`src/audio_route_pkg.sv`:
```
package audio_route_pkg;

  // ----------------------------------------------------------------------
  // register map
  // ----------------------------------------------------------------------
  localparam int            REG_COUNT  = 8;
  localparam logic [7:0]    BANK_BASE  = 8'h14;
  localparam logic [7:0]    SA_SCART1  = 8'h14;
  localparam logic [7:0]    SA_SCART2  = 8'h15;
  localparam logic [7:0]    SA_LINE    = 8'h16;
  localparam logic [7:0]    SA_ADC     = 8'h17;
  localparam logic [7:0]    SA_MAIN    = 8'h18;
  localparam logic [7:0]    SA_EFFECTS = 8'h19;
  localparam logic [7:0]    SA_VOL_L   = 8'h1a;
  localparam logic [7:0]    SA_VOL_R   = 8'h1b;

  localparam logic [2:0]    IX_SCART1  = 3'h0;
  localparam logic [2:0]    IX_SCART2  = 3'h1;
  localparam logic [2:0]    IX_LINE    = 3'h2;
  localparam logic [2:0]    IX_ADC     = 3'h3;
  localparam logic [2:0]    IX_MAIN    = 3'h4;
  localparam logic [2:0]    IX_EFFECTS = 3'h5;
  localparam logic [2:0]    IX_VOL_L   = 3'h6;
  localparam logic [2:0]    IX_VOL_R   = 3'h7;

  // power-up values and writable-bit masks, indexed from the bank base
  localparam logic [7:0] REG_RESET [REG_COUNT] =
    '{8'h01, 8'h00, 8'h00, 8'h00, 8'h00, 8'h00, 8'hac, 8'hac};
  localparam logic [7:0] REG_MASK [REG_COUNT] =
    '{8'h77, 8'h77, 8'h71, 8'hff, 8'h77, 8'h3f, 8'hff, 8'hff};

  // ----------------------------------------------------------------------
  // field positions
  // ----------------------------------------------------------------------
  localparam int OUT_SRC_LSB    = 0;
  localparam int OUT_MODE_LSB   = 4;
  localparam int OUT_BOOST_BIT  = 6;
  localparam int LINE_ANALOG_BIT = 0;
  localparam int ADC_LEVEL_LSB  = 0;
  localparam int ADC_SRC_LSB    = 5;
  localparam int MAIN_SRC_LSB   = 0;
  localparam int MAIN_MTX_LSB   = 4;
  localparam int AUTO_LEVEL_LSB = 0;
  localparam int MONO_LSB       = 2;
  localparam int STEREO_LSB     = 4;

  // ----------------------------------------------------------------------
  // codes and levels
  // ----------------------------------------------------------------------
  localparam logic [2:0] OUT_SRC_MAX   = 3'h4;
  localparam logic [2:0] ADC_SRC_MAX   = 3'h3;
  localparam logic [2:0] MAIN_SRC_ADC  = 3'h4;
  localparam logic [2:0] MAIN_MTX_MAX  = 3'h4;
  localparam logic [1:0] AUTO_LEVEL_OFF = 2'h0;
  localparam logic [4:0] ADC_MUTE_CODE = 5'h10;
  localparam logic signed [5:0] ADC_XBAR_OFFSET_DB = -6'sd6;
  localparam logic [7:0] VOL_MUTE_CODE = 8'hac;
  localparam logic signed [7:0] VOL_MAX_DB = 8'sd24;
  localparam logic signed [7:0] VOL_MIN_DB = -8'sd83;

  // ----------------------------------------------------------------------
  // carriers
  // ----------------------------------------------------------------------
  typedef struct packed {
    logic [2:0] src;
    logic [1:0] chan_mode;
    logic       boost;
  } euro_out_t;

  typedef struct packed {
    logic [1:0] chan_mode;
    logic       boost;
    logic       src_is_analog;
    logic [2:0] prog_src;
  } line_out_t;

  typedef struct packed {
    logic [2:0]        src;
    logic              mute;
    logic signed [5:0] trim_db;
    logic signed [5:0] xbar_db;
  } adc_cfg_t;

  typedef struct packed {
    logic              mute;
    logic signed [7:0] gain_db;
  } volume_t;

endpackage

```
`src/audio_route_volume_regs.sv`:
```
// Notes on behaviour
// - scart 2 output source from bits 2..0; scart 1 uses same coding.
// - bits 5..4 set channel mode: pass, left both, right both, swap.
// - scart 1 bit 6 adds 3 dB boost; register resets to 0x01.
// - scart 2 bit 6 adds 3 dB boost; register resets to zero.
// - line bit 0 high means analog main source via adc, else digital.
// - line bit 6 enables 3 dB boost at the line output buffers.
// - line output carries the main programme before main processing.
// - adc source from bits 7..5; no channel matrix on this selector.
// - adc level bits 4..0 signed dB, +15 to -15; 10000 mutes.
// - at 0 dB trim, full-scale adc input sits 6 dB below full scale.
// - main source from bits 2..0: fm, nicam, serial 1, serial 2, adc.
// - main matrix bits 6..4: pass, left, right, swap, average.
// - effects bits 1..0 set auto level mode: off, short, medium, long.
// - selecting auto level off returns its hardware to initial state.
// - effects bits 3..2 set mono widening: off, 300, 200, 150 Hz.
// - effects bits 5..4 set stereo widening: off, 30, 40, 52 percent.
// - main volume left at 26, right at 27; balance by differing values.
// - main volume signed dB +24 to -83; 0xac mutes and is power-up.
module audio_route_volume_regs
  import audio_route_pkg::*;
(
  input  wire logic       clk,
  input  wire logic       rst_b,
  input  wire logic       ce,
  input  wire logic       wr_en,
  input  wire logic [7:0] wr_subaddr,
  input  wire logic [7:0] wr_data,
  input  wire logic [7:0] rd_subaddr,
  output      logic [7:0] rd_data,
  output      logic       rd_hit,
  output      euro_out_t  scart1_out,
  output      euro_out_t  scart2_out,
  output      line_out_t  line_out,
  output      adc_cfg_t   adc_cfg,
  output      logic [2:0] main_src,
  output      logic [2:0] main_matrix,
  output      logic [1:0] auto_level_control,
  output      logic       auto_level_clear,
  output      logic       auto_level_stale,
  output      logic [1:0] mono_widen_mode,
  output      logic [1:0] stereo_widen_mode,
  output      volume_t    volume_left,
  output      volume_t    volume_right,
  output      logic       code_error
);

  // ----------------------------------------------------------------------
  // address decode
  // ----------------------------------------------------------------------
  logic [7:0] wr_offset;
  logic [7:0] rd_offset;
  logic       wr_in_bank;
  logic       rd_in_bank;
  logic [7:0] bank_q [REG_COUNT];
  logic [REG_COUNT-1:0] wr_sel;

  assign wr_offset  = wr_subaddr - BANK_BASE;
  assign rd_offset  = rd_subaddr - BANK_BASE;
  assign wr_in_bank = (wr_subaddr >= BANK_BASE) &&
                      (wr_offset < 8'(REG_COUNT));
  assign rd_in_bank = (rd_subaddr >= BANK_BASE) &&
                      (rd_offset < 8'(REG_COUNT));

  // ----------------------------------------------------------------------
  // register bank
  // ----------------------------------------------------------------------
  genvar gi;
  generate
    for (gi = 0; gi < REG_COUNT; gi++) begin : g_bank
      assign wr_sel[gi] = wr_en && wr_in_bank &&
                          (wr_offset[2:0] == 3'(gi));
      cfg_reg #(
        .RESET_VAL (REG_RESET[gi]),
        .WR_MASK   (REG_MASK[gi])
      ) u_reg (
        .clk   (clk),
        .rst_b (rst_b),
        .ce    (ce),
        .we    (wr_sel[gi]),
        .din   (wr_data),
        .q     (bank_q[gi])
      );
    end
  endgenerate

  // ----------------------------------------------------------------------
  // field views
  // ----------------------------------------------------------------------
  logic [7:0] scart1_q;
  logic [7:0] scart2_q;
  logic [7:0] line_q;
  logic [7:0] adc_q;
  logic [7:0] main_q;
  logic [7:0] effects_q;
  logic [7:0] vol_l_q;
  logic [7:0] vol_r_q;

  assign scart1_q  = bank_q[IX_SCART1];
  assign scart2_q  = bank_q[IX_SCART2];
  assign line_q    = bank_q[IX_LINE];
  assign adc_q     = bank_q[IX_ADC];
  assign main_q    = bank_q[IX_MAIN];
  assign effects_q = bank_q[IX_EFFECTS];
  assign vol_l_q   = bank_q[IX_VOL_L];
  assign vol_r_q   = bank_q[IX_VOL_R];

  // ----------------------------------------------------------------------
  // decode helpers
  // ----------------------------------------------------------------------
  function automatic euro_out_t euro_decode(input logic [7:0] r);
    euro_out_t e;
    e.src       = r[OUT_SRC_LSB +: 3];
    e.chan_mode = r[OUT_MODE_LSB +: 2];
    e.boost     = r[OUT_BOOST_BIT];
    return e;
  endfunction

  // out-of-range codes are treated as mute: safest for the speakers
  function automatic volume_t vol_decode(input logic [7:0] r);
    volume_t           v;
    logic signed [7:0] s;
    s = signed'(r);
    v.gain_db = s;
    v.mute    = (r == VOL_MUTE_CODE) || (s > VOL_MAX_DB) ||
                (s < VOL_MIN_DB);
    return v;
  endfunction

  function automatic logic vol_bad(input logic [7:0] r);
    logic signed [7:0] s;
    s = signed'(r);
    return (r != VOL_MUTE_CODE) && ((s > VOL_MAX_DB) || (s < VOL_MIN_DB));
  endfunction

  // ----------------------------------------------------------------------
  // analog output routing
  // ----------------------------------------------------------------------
  always_ff @(posedge clk) begin
    if (!rst_b) begin
      scart1_out <= euro_decode(REG_RESET[IX_SCART1]);
      scart2_out <= euro_decode(REG_RESET[IX_SCART2]);
    end else if (ce) begin
      scart1_out <= euro_decode(scart1_q);
      scart2_out <= euro_decode(scart2_q);
    end
  end

  // ----------------------------------------------------------------------
  // line output
  // ----------------------------------------------------------------------
  // programme tapped at the main selector, ahead of effects and volume
  always_ff @(posedge clk) begin
    if (!rst_b) begin
      line_out <= '0;
    end else if (ce) begin
      line_out.chan_mode     <= line_q[OUT_MODE_LSB +: 2];
      line_out.boost         <= line_q[OUT_BOOST_BIT];
      line_out.src_is_analog <= line_q[LINE_ANALOG_BIT];
      line_out.prog_src      <= main_q[MAIN_SRC_LSB +: 3];
    end
  end

  // ----------------------------------------------------------------------
  // adc selector and level trim
  // ----------------------------------------------------------------------
  logic [4:0]        adc_level;
  logic signed [5:0] adc_trim;

  assign adc_level = adc_q[ADC_LEVEL_LSB +: 5];
  assign adc_trim  = 6'(signed'(adc_level));

  always_ff @(posedge clk) begin
    if (!rst_b) begin
      adc_cfg <= '0;
      adc_cfg.xbar_db <= ADC_XBAR_OFFSET_DB;
    end else if (ce) begin
      adc_cfg.src     <= adc_q[ADC_SRC_LSB +: 3];
      adc_cfg.mute    <= (adc_level == ADC_MUTE_CODE);
      adc_cfg.trim_db <= adc_trim;
      // at 0 dB trim, full-scale analog input lands 6 dB under full scale
      adc_cfg.xbar_db <= 6'(adc_trim + ADC_XBAR_OFFSET_DB);
    end
  end

  // ----------------------------------------------------------------------
  // main channel selector
  // ----------------------------------------------------------------------
  always_ff @(posedge clk) begin
    if (!rst_b) begin
      main_src    <= '0;
      main_matrix <= '0;
    end else if (ce) begin
      main_src    <= main_q[MAIN_SRC_LSB +: 3];
      main_matrix <= main_q[MAIN_MTX_LSB +: 3];
    end
  end

  // ----------------------------------------------------------------------
  // effects
  // ----------------------------------------------------------------------
  always_ff @(posedge clk) begin
    if (!rst_b) begin
      auto_level_control <= AUTO_LEVEL_OFF;
      mono_widen_mode    <= '0;
      stereo_widen_mode  <= '0;
    end else if (ce) begin
      auto_level_control <= effects_q[AUTO_LEVEL_LSB +: 2];
      mono_widen_mode    <= effects_q[MONO_LSB +: 2];
      stereo_widen_mode  <= effects_q[STEREO_LSB +: 2];
    end
  end

  // ----------------------------------------------------------------------
  // auto level restart
  // ----------------------------------------------------------------------
  logic level_off_write;
  logic src_change_write;

  assign level_off_write = wr_sel[IX_EFFECTS] &&
                         (wr_data[AUTO_LEVEL_LSB +: 2] == AUTO_LEVEL_OFF);
  assign src_change_write = wr_sel[IX_MAIN] &&
                            (wr_data[MAIN_SRC_LSB +: 3] !=
                             main_q[MAIN_SRC_LSB +: 3]);

  // one-cycle clear on every write of the off setting, even if already off
  always_ff @(posedge clk) begin
    if (!rst_b) begin
      auto_level_clear <= 1'b1;
    end else if (ce) begin
      auto_level_clear <= level_off_write;
    end
  end

  // warns that the controller still owes the off/on cycle after a switch;
  // the level tracker would otherwise settle slowly on the new source
  always_ff @(posedge clk) begin
    if (!rst_b) begin
      auto_level_stale <= 1'b0;
    end else if (ce) begin
      if (src_change_write &&
          (effects_q[AUTO_LEVEL_LSB +: 2] != AUTO_LEVEL_OFF)) begin
        auto_level_stale <= 1'b1;
      end else if (level_off_write) begin
        auto_level_stale <= 1'b0;
      end
    end
  end

  // ----------------------------------------------------------------------
  // main volume
  // ----------------------------------------------------------------------
  always_ff @(posedge clk) begin
    if (!rst_b) begin
      volume_left  <= vol_decode(REG_RESET[IX_VOL_L]);
      volume_right <= vol_decode(REG_RESET[IX_VOL_R]);
    end else if (ce) begin
      volume_left  <= vol_decode(vol_l_q);
      volume_right <= vol_decode(vol_r_q);
    end
  end

  // ----------------------------------------------------------------------
  // unlisted codes
  // ----------------------------------------------------------------------
  // flags codes with no defined meaning; hardware still acts on them
  logic any_bad;

  assign any_bad = (scart1_q[OUT_SRC_LSB +: 3] > OUT_SRC_MAX) ||
                   (scart2_q[OUT_SRC_LSB +: 3] > OUT_SRC_MAX) ||
                   (adc_q[ADC_SRC_LSB +: 3] > ADC_SRC_MAX) ||
                   (main_q[MAIN_SRC_LSB +: 3] > MAIN_SRC_ADC) ||
                   (main_q[MAIN_MTX_LSB +: 3] > MAIN_MTX_MAX) ||
                   vol_bad(vol_l_q) || vol_bad(vol_r_q);

  always_ff @(posedge clk) begin
    if (!rst_b) begin
      code_error <= 1'b0;
    end else if (ce) begin
      code_error <= any_bad;
    end
  end

  // ----------------------------------------------------------------------
  // read back
  // ----------------------------------------------------------------------
  // outside the bank reads return zero with rd_hit low
  always_ff @(posedge clk) begin
    if (!rst_b) begin
      rd_data <= '0;
      rd_hit  <= 1'b0;
    end else if (ce) begin
      rd_hit  <= rd_in_bank;
      rd_data <= rd_in_bank ? bank_q[rd_offset[2:0]] : 8'h00;
    end
  end

endmodule // audio_route_volume_regs

```
`src/cfg_reg.sv`:
```
module cfg_reg
  import audio_route_pkg::*;
#(
  parameter logic [7:0] RESET_VAL = 8'h00,
  parameter logic [7:0] WR_MASK   = 8'hff
) (
  input  wire logic       clk,
  input  wire logic       rst_b,
  input  wire logic       ce,
  input  wire logic       we,
  input  wire logic [7:0] din,
  output      logic [7:0] q
);

  // --------------------------------------------------------------------
  // storage
  // --------------------------------------------------------------------
  // fixed-zero bits are never stored, so they always read back as zero
  always_ff @(posedge clk) begin
    if (!rst_b) begin
      q <= RESET_VAL;
    end else if (ce && we) begin
      q <= din & WR_MASK;
    end
  end

endmodule // cfg_reg
```
`config.mk`:
```
export PLATFORM = sky130hd
export DESIGN_NAME = audio_route_volume_regs
export DESIGN_NICKNAME = d
export VERILOG_FILES = /design/src/audio_route_pkg.sv /design/src/audio_route_volume_regs.sv /design/src/cfg_reg.sv
export SDC_FILE = /design/constraint.sdc
export NUM_CORES = 1
export LEC_CHECK = 0
export BUFFER_PORTS_ARGS = -buffer_cell sky130_fd_sc_hd__buf_2
export CORE_MARGIN = 3
export CORE_UTILIZATION = 55
export DETAILED_ROUTE_END_ITERATION = 8
export HOLD_SLACK_MARGIN = 0.1
export PLACE_DENSITY = 0.79
export RECOVER_POWER = 50
export SYNTH_ARGS = -nofsm -noshare
export SYNTH_HDL_FRONTEND = slang
export SYNTH_SLANG_ARGS = --single-unit
```
`constraint.sdc`:
```
create_clock -name clk -period 2.5 [get_ports clk]
set_input_delay 0.625 -clock clk [delete_from_list [all_inputs] [get_ports clk]]
set_output_delay 0.625 -clock clk [all_outputs]
set_load 0.1 [all_outputs]
```
# [Word level (Yosys, flattened, before mapping)]
# Index checks and enable logic that the tools add are counted.
[word_totals] register_bits=125 inputBits=28 output_inout_bits=77 elab_cells=113
[op_classes] add_sub_neg=3 magnitude_cmp=14 n_eq_ne=13 muxes=6 bitwise=1 n_reduce_logical=41
[ops] cell="$bmux W8 S3" n=1
[ops] cell="$logic_and A1 B1 Y1" n=24
[ops] cell="$mux W8" n=3
[ops] cell="$eq A8 B8 Y1 const B" n=2
[ops] cell="$ge A8 B5 Y1 const B" n=2
[ops] cell="$gt A8 B6 Y1 const B" n=2
[ops] cell="$lt A8 B4 Y1 const B" n=2
[ops] cell="$lt A8 B8 Y1 const B" n=2
[ops] cell="$ne A8 B8 Y1 const B" n=2
[ops] cell="$sub A8 B5 Y8 const B" n=2
[ops] cell="$eq A3 B3 Y1 const B" n=4
[ops] cell="$gt A3 B3 Y1 const B" n=4
[ops] cell="$logic_or A1 B1 Y1" n=12
[ops] cell="$add A5 B4 Y6 const B" n=1
[ops] cell="$eq A3 B2 Y1 const B" n=2
[ops] cell="$eq A5 B5 Y1 const B" n=1
[ops] cell="$ge A4 B4 Y1 const B" n=1
[ops] cell="$not A3 Y4" n=1
[ops] cell="$reduce_bool A2 Y1" n=2
[ops] cell="$eq A3 B1 Y1 const B" n=1
[ops] cell="$gt A3 B2 Y1 const B" n=1
[ops] cell="$logic_not A3 Y1" n=1
[ops] cell="$ne A3 B3 Y1" n=1
[ops] cell="$logic_not A2 Y1" n=1
[ops] cell="other kinds (2)" n=3

# [Depth between registers and ports, before layout]
[depth] ltp_word=9 depth_mapped=9

# [Modules after synthesis]
# A second synthesis with hierarchy kept.
[unflattened] cells_unflattened=605 area_unflattened_um2=5815.6
[modules_own_cells] module="audio_route_volume_regs" n_inst=1 cells_each=354 area_per_inst_um2=3512.1 seq_area_each_um2=1441.4
[modules_own_cells] module="cfg_reg at g_bank[1].u_reg ..." n_inst=3 cells_each=29 area_per_inst_um2=256.5 seq_area_each_um2=120.1
[modules_own_cells] module="cfg_reg at g_bank[6].u_reg ..." n_inst=2 cells_each=37 area_per_inst_um2=364.1 seq_area_each_um2=160.2
[modules_own_cells] module="cfg_reg at g_bank[3].u_reg" n_inst=1 cells_each=38 area_per_inst_um2=359.1 seq_area_each_um2=160.2
[modules_own_cells] module="cfg_reg at g_bank[0].u_reg" n_inst=1 cells_each=29 area_per_inst_um2=244.0 seq_area_each_um2=120.1
[modules_own_cells] module="cfg_reg at g_bank[2].u_reg" n_inst=1 cells_each=23 area_per_inst_um2=202.7 seq_area_each_um2=80.1

# [Worst setup path before layout]
# No wires, ideal clock.
[synth_path] path_type="in2reg" startpoint="in wr_subaddr[2]" endpoint="reg g_bank[7].u_reg.q[2]" arrival_ps=2095 t_required_ps=2363 path_slack_ps=268 stages=9 n_path_buf=3 cell_sequence="buf_2 > inv_1 > ha_1 > nand4bb_1 > clkbuf_1 > or3_1 > clkbuf_1 > o21ai_0 > nand3_1"
[synth_between] elab_chain_cells=6 elab_cells_between_ends=8 classes_between="add/sub: 1; order compare: 2; eq/ne: 1; reduce/logical: 4"
[synth_rtl] element="start, declared" line="audio_route_volume_regs.sv:27" rtl="input wire logic [7:0] wr_subaddr,"
[synth_rtl] element="$sub A8 B5 Y8" line="audio_route_volume_regs.sv:58" rtl="assign wr_offset = wr_subaddr - BANK_BASE;"
[synth_rtl] element="$lt A8 B4 Y1" line="audio_route_volume_regs.sv:61" rtl="(wr_offset < 8'(REG_COUNT));"
[synth_rtl] element="$logic_and A1 B1 Y1" line="audio_route_volume_regs.sv:60" rtl="assign wr_in_bank = (wr_subaddr >= BANK_BASE) &&"
[synth_rtl] element="$logic_and A1 B1 Y1" line="audio_route_volume_regs.sv:71" rtl="assign wr_sel[gi] = wr_en && wr_in_bank &&"
[synth_rtl] element="$logic_and A1 B1 Y1 (*)" line="audio_route_volume_regs.sv:71"
[synth_rtl] element="$logic_and A1 B1 Y1 (*)" line="cfg_reg.sv:22" rtl="end else if (ce && we) begin"
[synth_rtl] element="end signal, assigned" line="cfg_reg.sv:23" rtl="q <= din & WR_MASK;"
[synth_rtl] element="end, declared" line="cfg_reg.sv:12" rtl="output logic [7:0] q"
# Every way passes the cells marked *; elsewhere a longest branch is shown, timed or not.
# A chain may end at the register's enable or synchronous reset.

# [Worst setup path in the final report]
[layout_path] startpoint="in wr_subaddr[2]" endpoint="reg g_bank[1].u_reg.q[2]"
[layout_between] elab_chain_cells=6 elab_cells_between_ends=8 classes_between="add/sub: 1; order compare: 2; eq/ne: 1; reduce/logical: 4"
[layout_rtl] element="$sub A8 B5 Y8" line="audio_route_volume_regs.sv:58"
[layout_rtl] element="$lt A8 B4 Y1" line="audio_route_volume_regs.sv:61"
[layout_rtl] element="$logic_and A1 B1 Y1" line="audio_route_volume_regs.sv:60"
[layout_rtl] element="$logic_and A1 B1 Y1" line="audio_route_volume_regs.sv:71"
[layout_rtl] element="$logic_and A1 B1 Y1 (*)" line="audio_route_volume_regs.sv:71"
[layout_rtl] element="$logic_and A1 B1 Y1 (*)" line="cfg_reg.sv:22"
[layout_rtl] element="end signal, assigned" line="cfg_reg.sv:23"
[layout_rtl] element="end, declared" line="cfg_reg.sv:12"
# Marked as above.

==> out/results.txt <==
Status - complete, but fails checks
Failing checks - capacitance limit, slew limit
Hpwl dp - 10930 um
Most common cell in the netlist - dfxtp_1
Antenna viol nets, final - 0
CP top delay family - buffers and inverters
Cells on worst reg2reg path - 4
Power per Cell Area - 719.7 nW/um^2
Synthesized area - 5451 um^2
Crit path depth - 7
TritonCTS buffer count - 17
Hold crit path type - in -> reg
CTS H-tree lvls - 4
Minimum clock period - 2147 ps
Clock power share - 50.9%
Die footprint - 11140 um^2
Vias per Instance - 6.224
Post-Route Setup TNS - 0 ps
Vert. Die Dim - 105.6 um
Combinational fraction of design power - 7.3%
Hold Buf Count CTS - 0
Setup slack at placement - 92.72 ps
Highest clock rate - 465.7 MHz
Critical path type - in -> reg
I/O pin cnt - 105
Setup slack after layout - 352.9 ps
Root buf cell - clkbuf_8
Post-Syn Area per Cell - 8.996 um^2
Critical Path Source Type - input pin
Post-CTS Setup Bufs - 0
Cell taking the most area after synthesis - dfxtp_1
CP Max Fanout - 35
Worst skew pair latency - 520 ps
Switching power - 1.160 mW
RD Place Congestion - 0.8661
CP Data Arrival Time - 2560 ps
Synthesized instance count - 606
DR vias - 5185
Endpoint class of the critical path - register
Net Sw Frac - 24.42%
Routed wire length - 15960 um
Syn Nets - 637
EDFF count, synth - 0
Gr ovfl total - 0
Vias in the first global route - 5001
Synth async-reset ratio - 0%
GR Util All Layers - 29.09%
Detailed Route Iter0 Violations - 723
#FFs+latches synth - 124
CTS tree - done
Worst Skew - 8.672 ps
Max Transition Viols Final - 40
Area post-placement - 6043 um^2
Final core utilization - 70.13%
DRC - 0
Slew HR - -11.15%
Share of post-route cells with drive strength above 1 - 23.15%
Clock-pin slew on the worst setup and hold paths - 60 ps
Core footprint - 9415 um^2
# setup viols final - 0
CTS sink cnt - 124
Pleak - 2.709 nW
Unique masters post-synth - 48
Top cells by area, synth - dfxtp_1 (46%), mux2i_1 (11%), nand3_1 (7.0%)
Internal - 3.592 mW
Worst path bufs/invs - 3
Initial antenna violation count - 0
Hold Path Depth - 2
Yosys warning count - 0
PostCTS Resize Cnt - 0
Slowest cell on crit path - clkbuf_2
Post-synth top flop - dfxtp_1
Sequential power share - 41.8%
Area delta synth->final - 21.12%
Max-cap viol count - 1
Final cycle utilization of the critical path - 85.88%
Seq/Total Area, Yosys - 45.54%
Critical-path cell list - clkbuf_1, buf_4, o21ai_2, xor2_1, clkbuf_2, o21ai_0, a21oi_1
Drt wl/cell - 19.16 um
Slowest stage delay, CP - 580 ps
RSZ-0062 raised after global routing - no
Post-synth top cells - dfxtp_1 (124), nand3_1 (76), o21ai_0 (70)
Final Net Count - 722
Max IR drop VDD - 475.0 uV
Router iterations before antenna repair - 5
Die width - 105.6 um
Fin area - 6603 um^2
Pin count of the biggest net entering global routing - 54
Initial Util - 57.90%
Global-route wire length before repair - 26010 um
CP required - 2910 ps
Worst slew pin tran - 1667 ps
Clock Tree Buf Depth - 2
Number of port buffers - 104
Cell Rows - 35
ANT cells - 0
Share of the synthesized area in the top cell type - 45.54%
Final Hold Viols - 0
-- cell families after synthesis --
group	after synthesis	share of synthesized area, %
simple gates	197	17.81
compound gates	138	13.75
flops	124	45.54
mux	71	15.15
buf+inv	62	5.027
xor+xnor	11	2.043
fa+ha+maj	3	0.6886
-- routing by layer --
metal / up-vias / GRT usage, % / part of all wire, %
li1: 2347 / - / -
met1: 2439 / 39.06 / 41
met2: 356 / 45.77 / 46
met3: 43 / 7.777 / 11
met4: 0 / 9.436 / 2.2
met5: - / 0 / 0
-- final timing paths --
kind,start,end,slack (ps)
worst max-delay path,wr_subaddr[2],g_bank[1].u_reg.q[2],350
worst min-delay path,rst_b,adc_cfg[1],360
worst max register to register,g_bank[7].u_reg.q[3],rd_data[3],1170
worst min register to register,rd_data[6],rd_data[6],460
-- cells in the final DEF, fill, tap and decap left out, drive strengths merged, types with 3 or more instances in the layout --
| master | Yosys | final |
|---|---|---|
| and3 | 4 | 4 |
| inv | 6 | 10 |
| nor4 | 3 | 3 |
| mux2i | 60 | 60 |
| dfxtp | 124 | 124 |
| or3 | 4 | 4 |
| nor4bb | 5 | 5 |
| o211ai | 3 | 3 |
| a21oi | 48 | 48 |
| xnor2 | 8 | 8 |
| buf | 18 | 111 |
| xor2 | 3 | 3 |
| clkinvlp | 0 | 3 |
| nand4b | 4 | 4 |
| nand2 | 30 | 30 |
| clkbuf | 38 | 32 |
| o21ai | 73 | 73 |
| nand4 | 4 | 4 |
| nor3 | 7 | 7 |
| nand3 | 76 | 76 |
| ha | 3 | 3 |
| o311ai | 3 | 3 |
| mux4 | 9 | 9 |
| nor2 | 54 | 54 |
-- area by class of cell --
class,instances,area [um^2]
Inverter,6,22.52
Sequential cell,124,2482
Clock buffer,21,459.2
Tap cell,129,161.4
Timing Repair Buffer,122,646.9
Multi-Input combinational cell,420,2699
Fill cell,715,2813
Clock inverter,11,131.4
-- through the flow --
stage               hold WS (ps)  instances  total power, mW
floorplan                  457.6        606            2.268
global placement           447.4        801            2.361
detailed placement         449.5        801            2.368
CTS                        352.0        833            4.752
global route               350.5        833            4.873
finish                     364.2        833            4.752
-- power by group through the flow --
stage / combinational [mW] / sequential [mW] / clock (mW)
2_1_floorplan: 0.201 / 2.07 / 0
5_1_grt: 0.364 / 1.99 / 2.52
6_report: 0.346 / 1.99 / 2.42
3_3_place_gp: 0.332 / 2.03 / 0
3_5_place_dp: 0.338 / 2.03 / 0
4_1_cts: 0.342 / 1.99 / 2.42
-- flip-flops by register name, summed over array words and instances, names as in the netlist --
register	cells
g_bank.u_reg.q	52
adc_cfg	14
volume_left	9
volume_right	9
rd_data	8
scart1_out	6
scart2_out	6
line_out	4
main_matrix	3
main_src	3
auto_level_control	2
mono_widen_mode	2
stereo_widen_mode	2
auto_level_clear	1
auto_level_stale	1
code_error	1
rd_hit	1
-- worst reg2reg max path, stage by stage, from the launching register on --
cell     delay [ps]
dfxtp_1         380
mux2_2          320
a221o_1         360
nand4_1          90
a21oi_1          60
No activity file was read; power rests on OpenSTA's default activity.
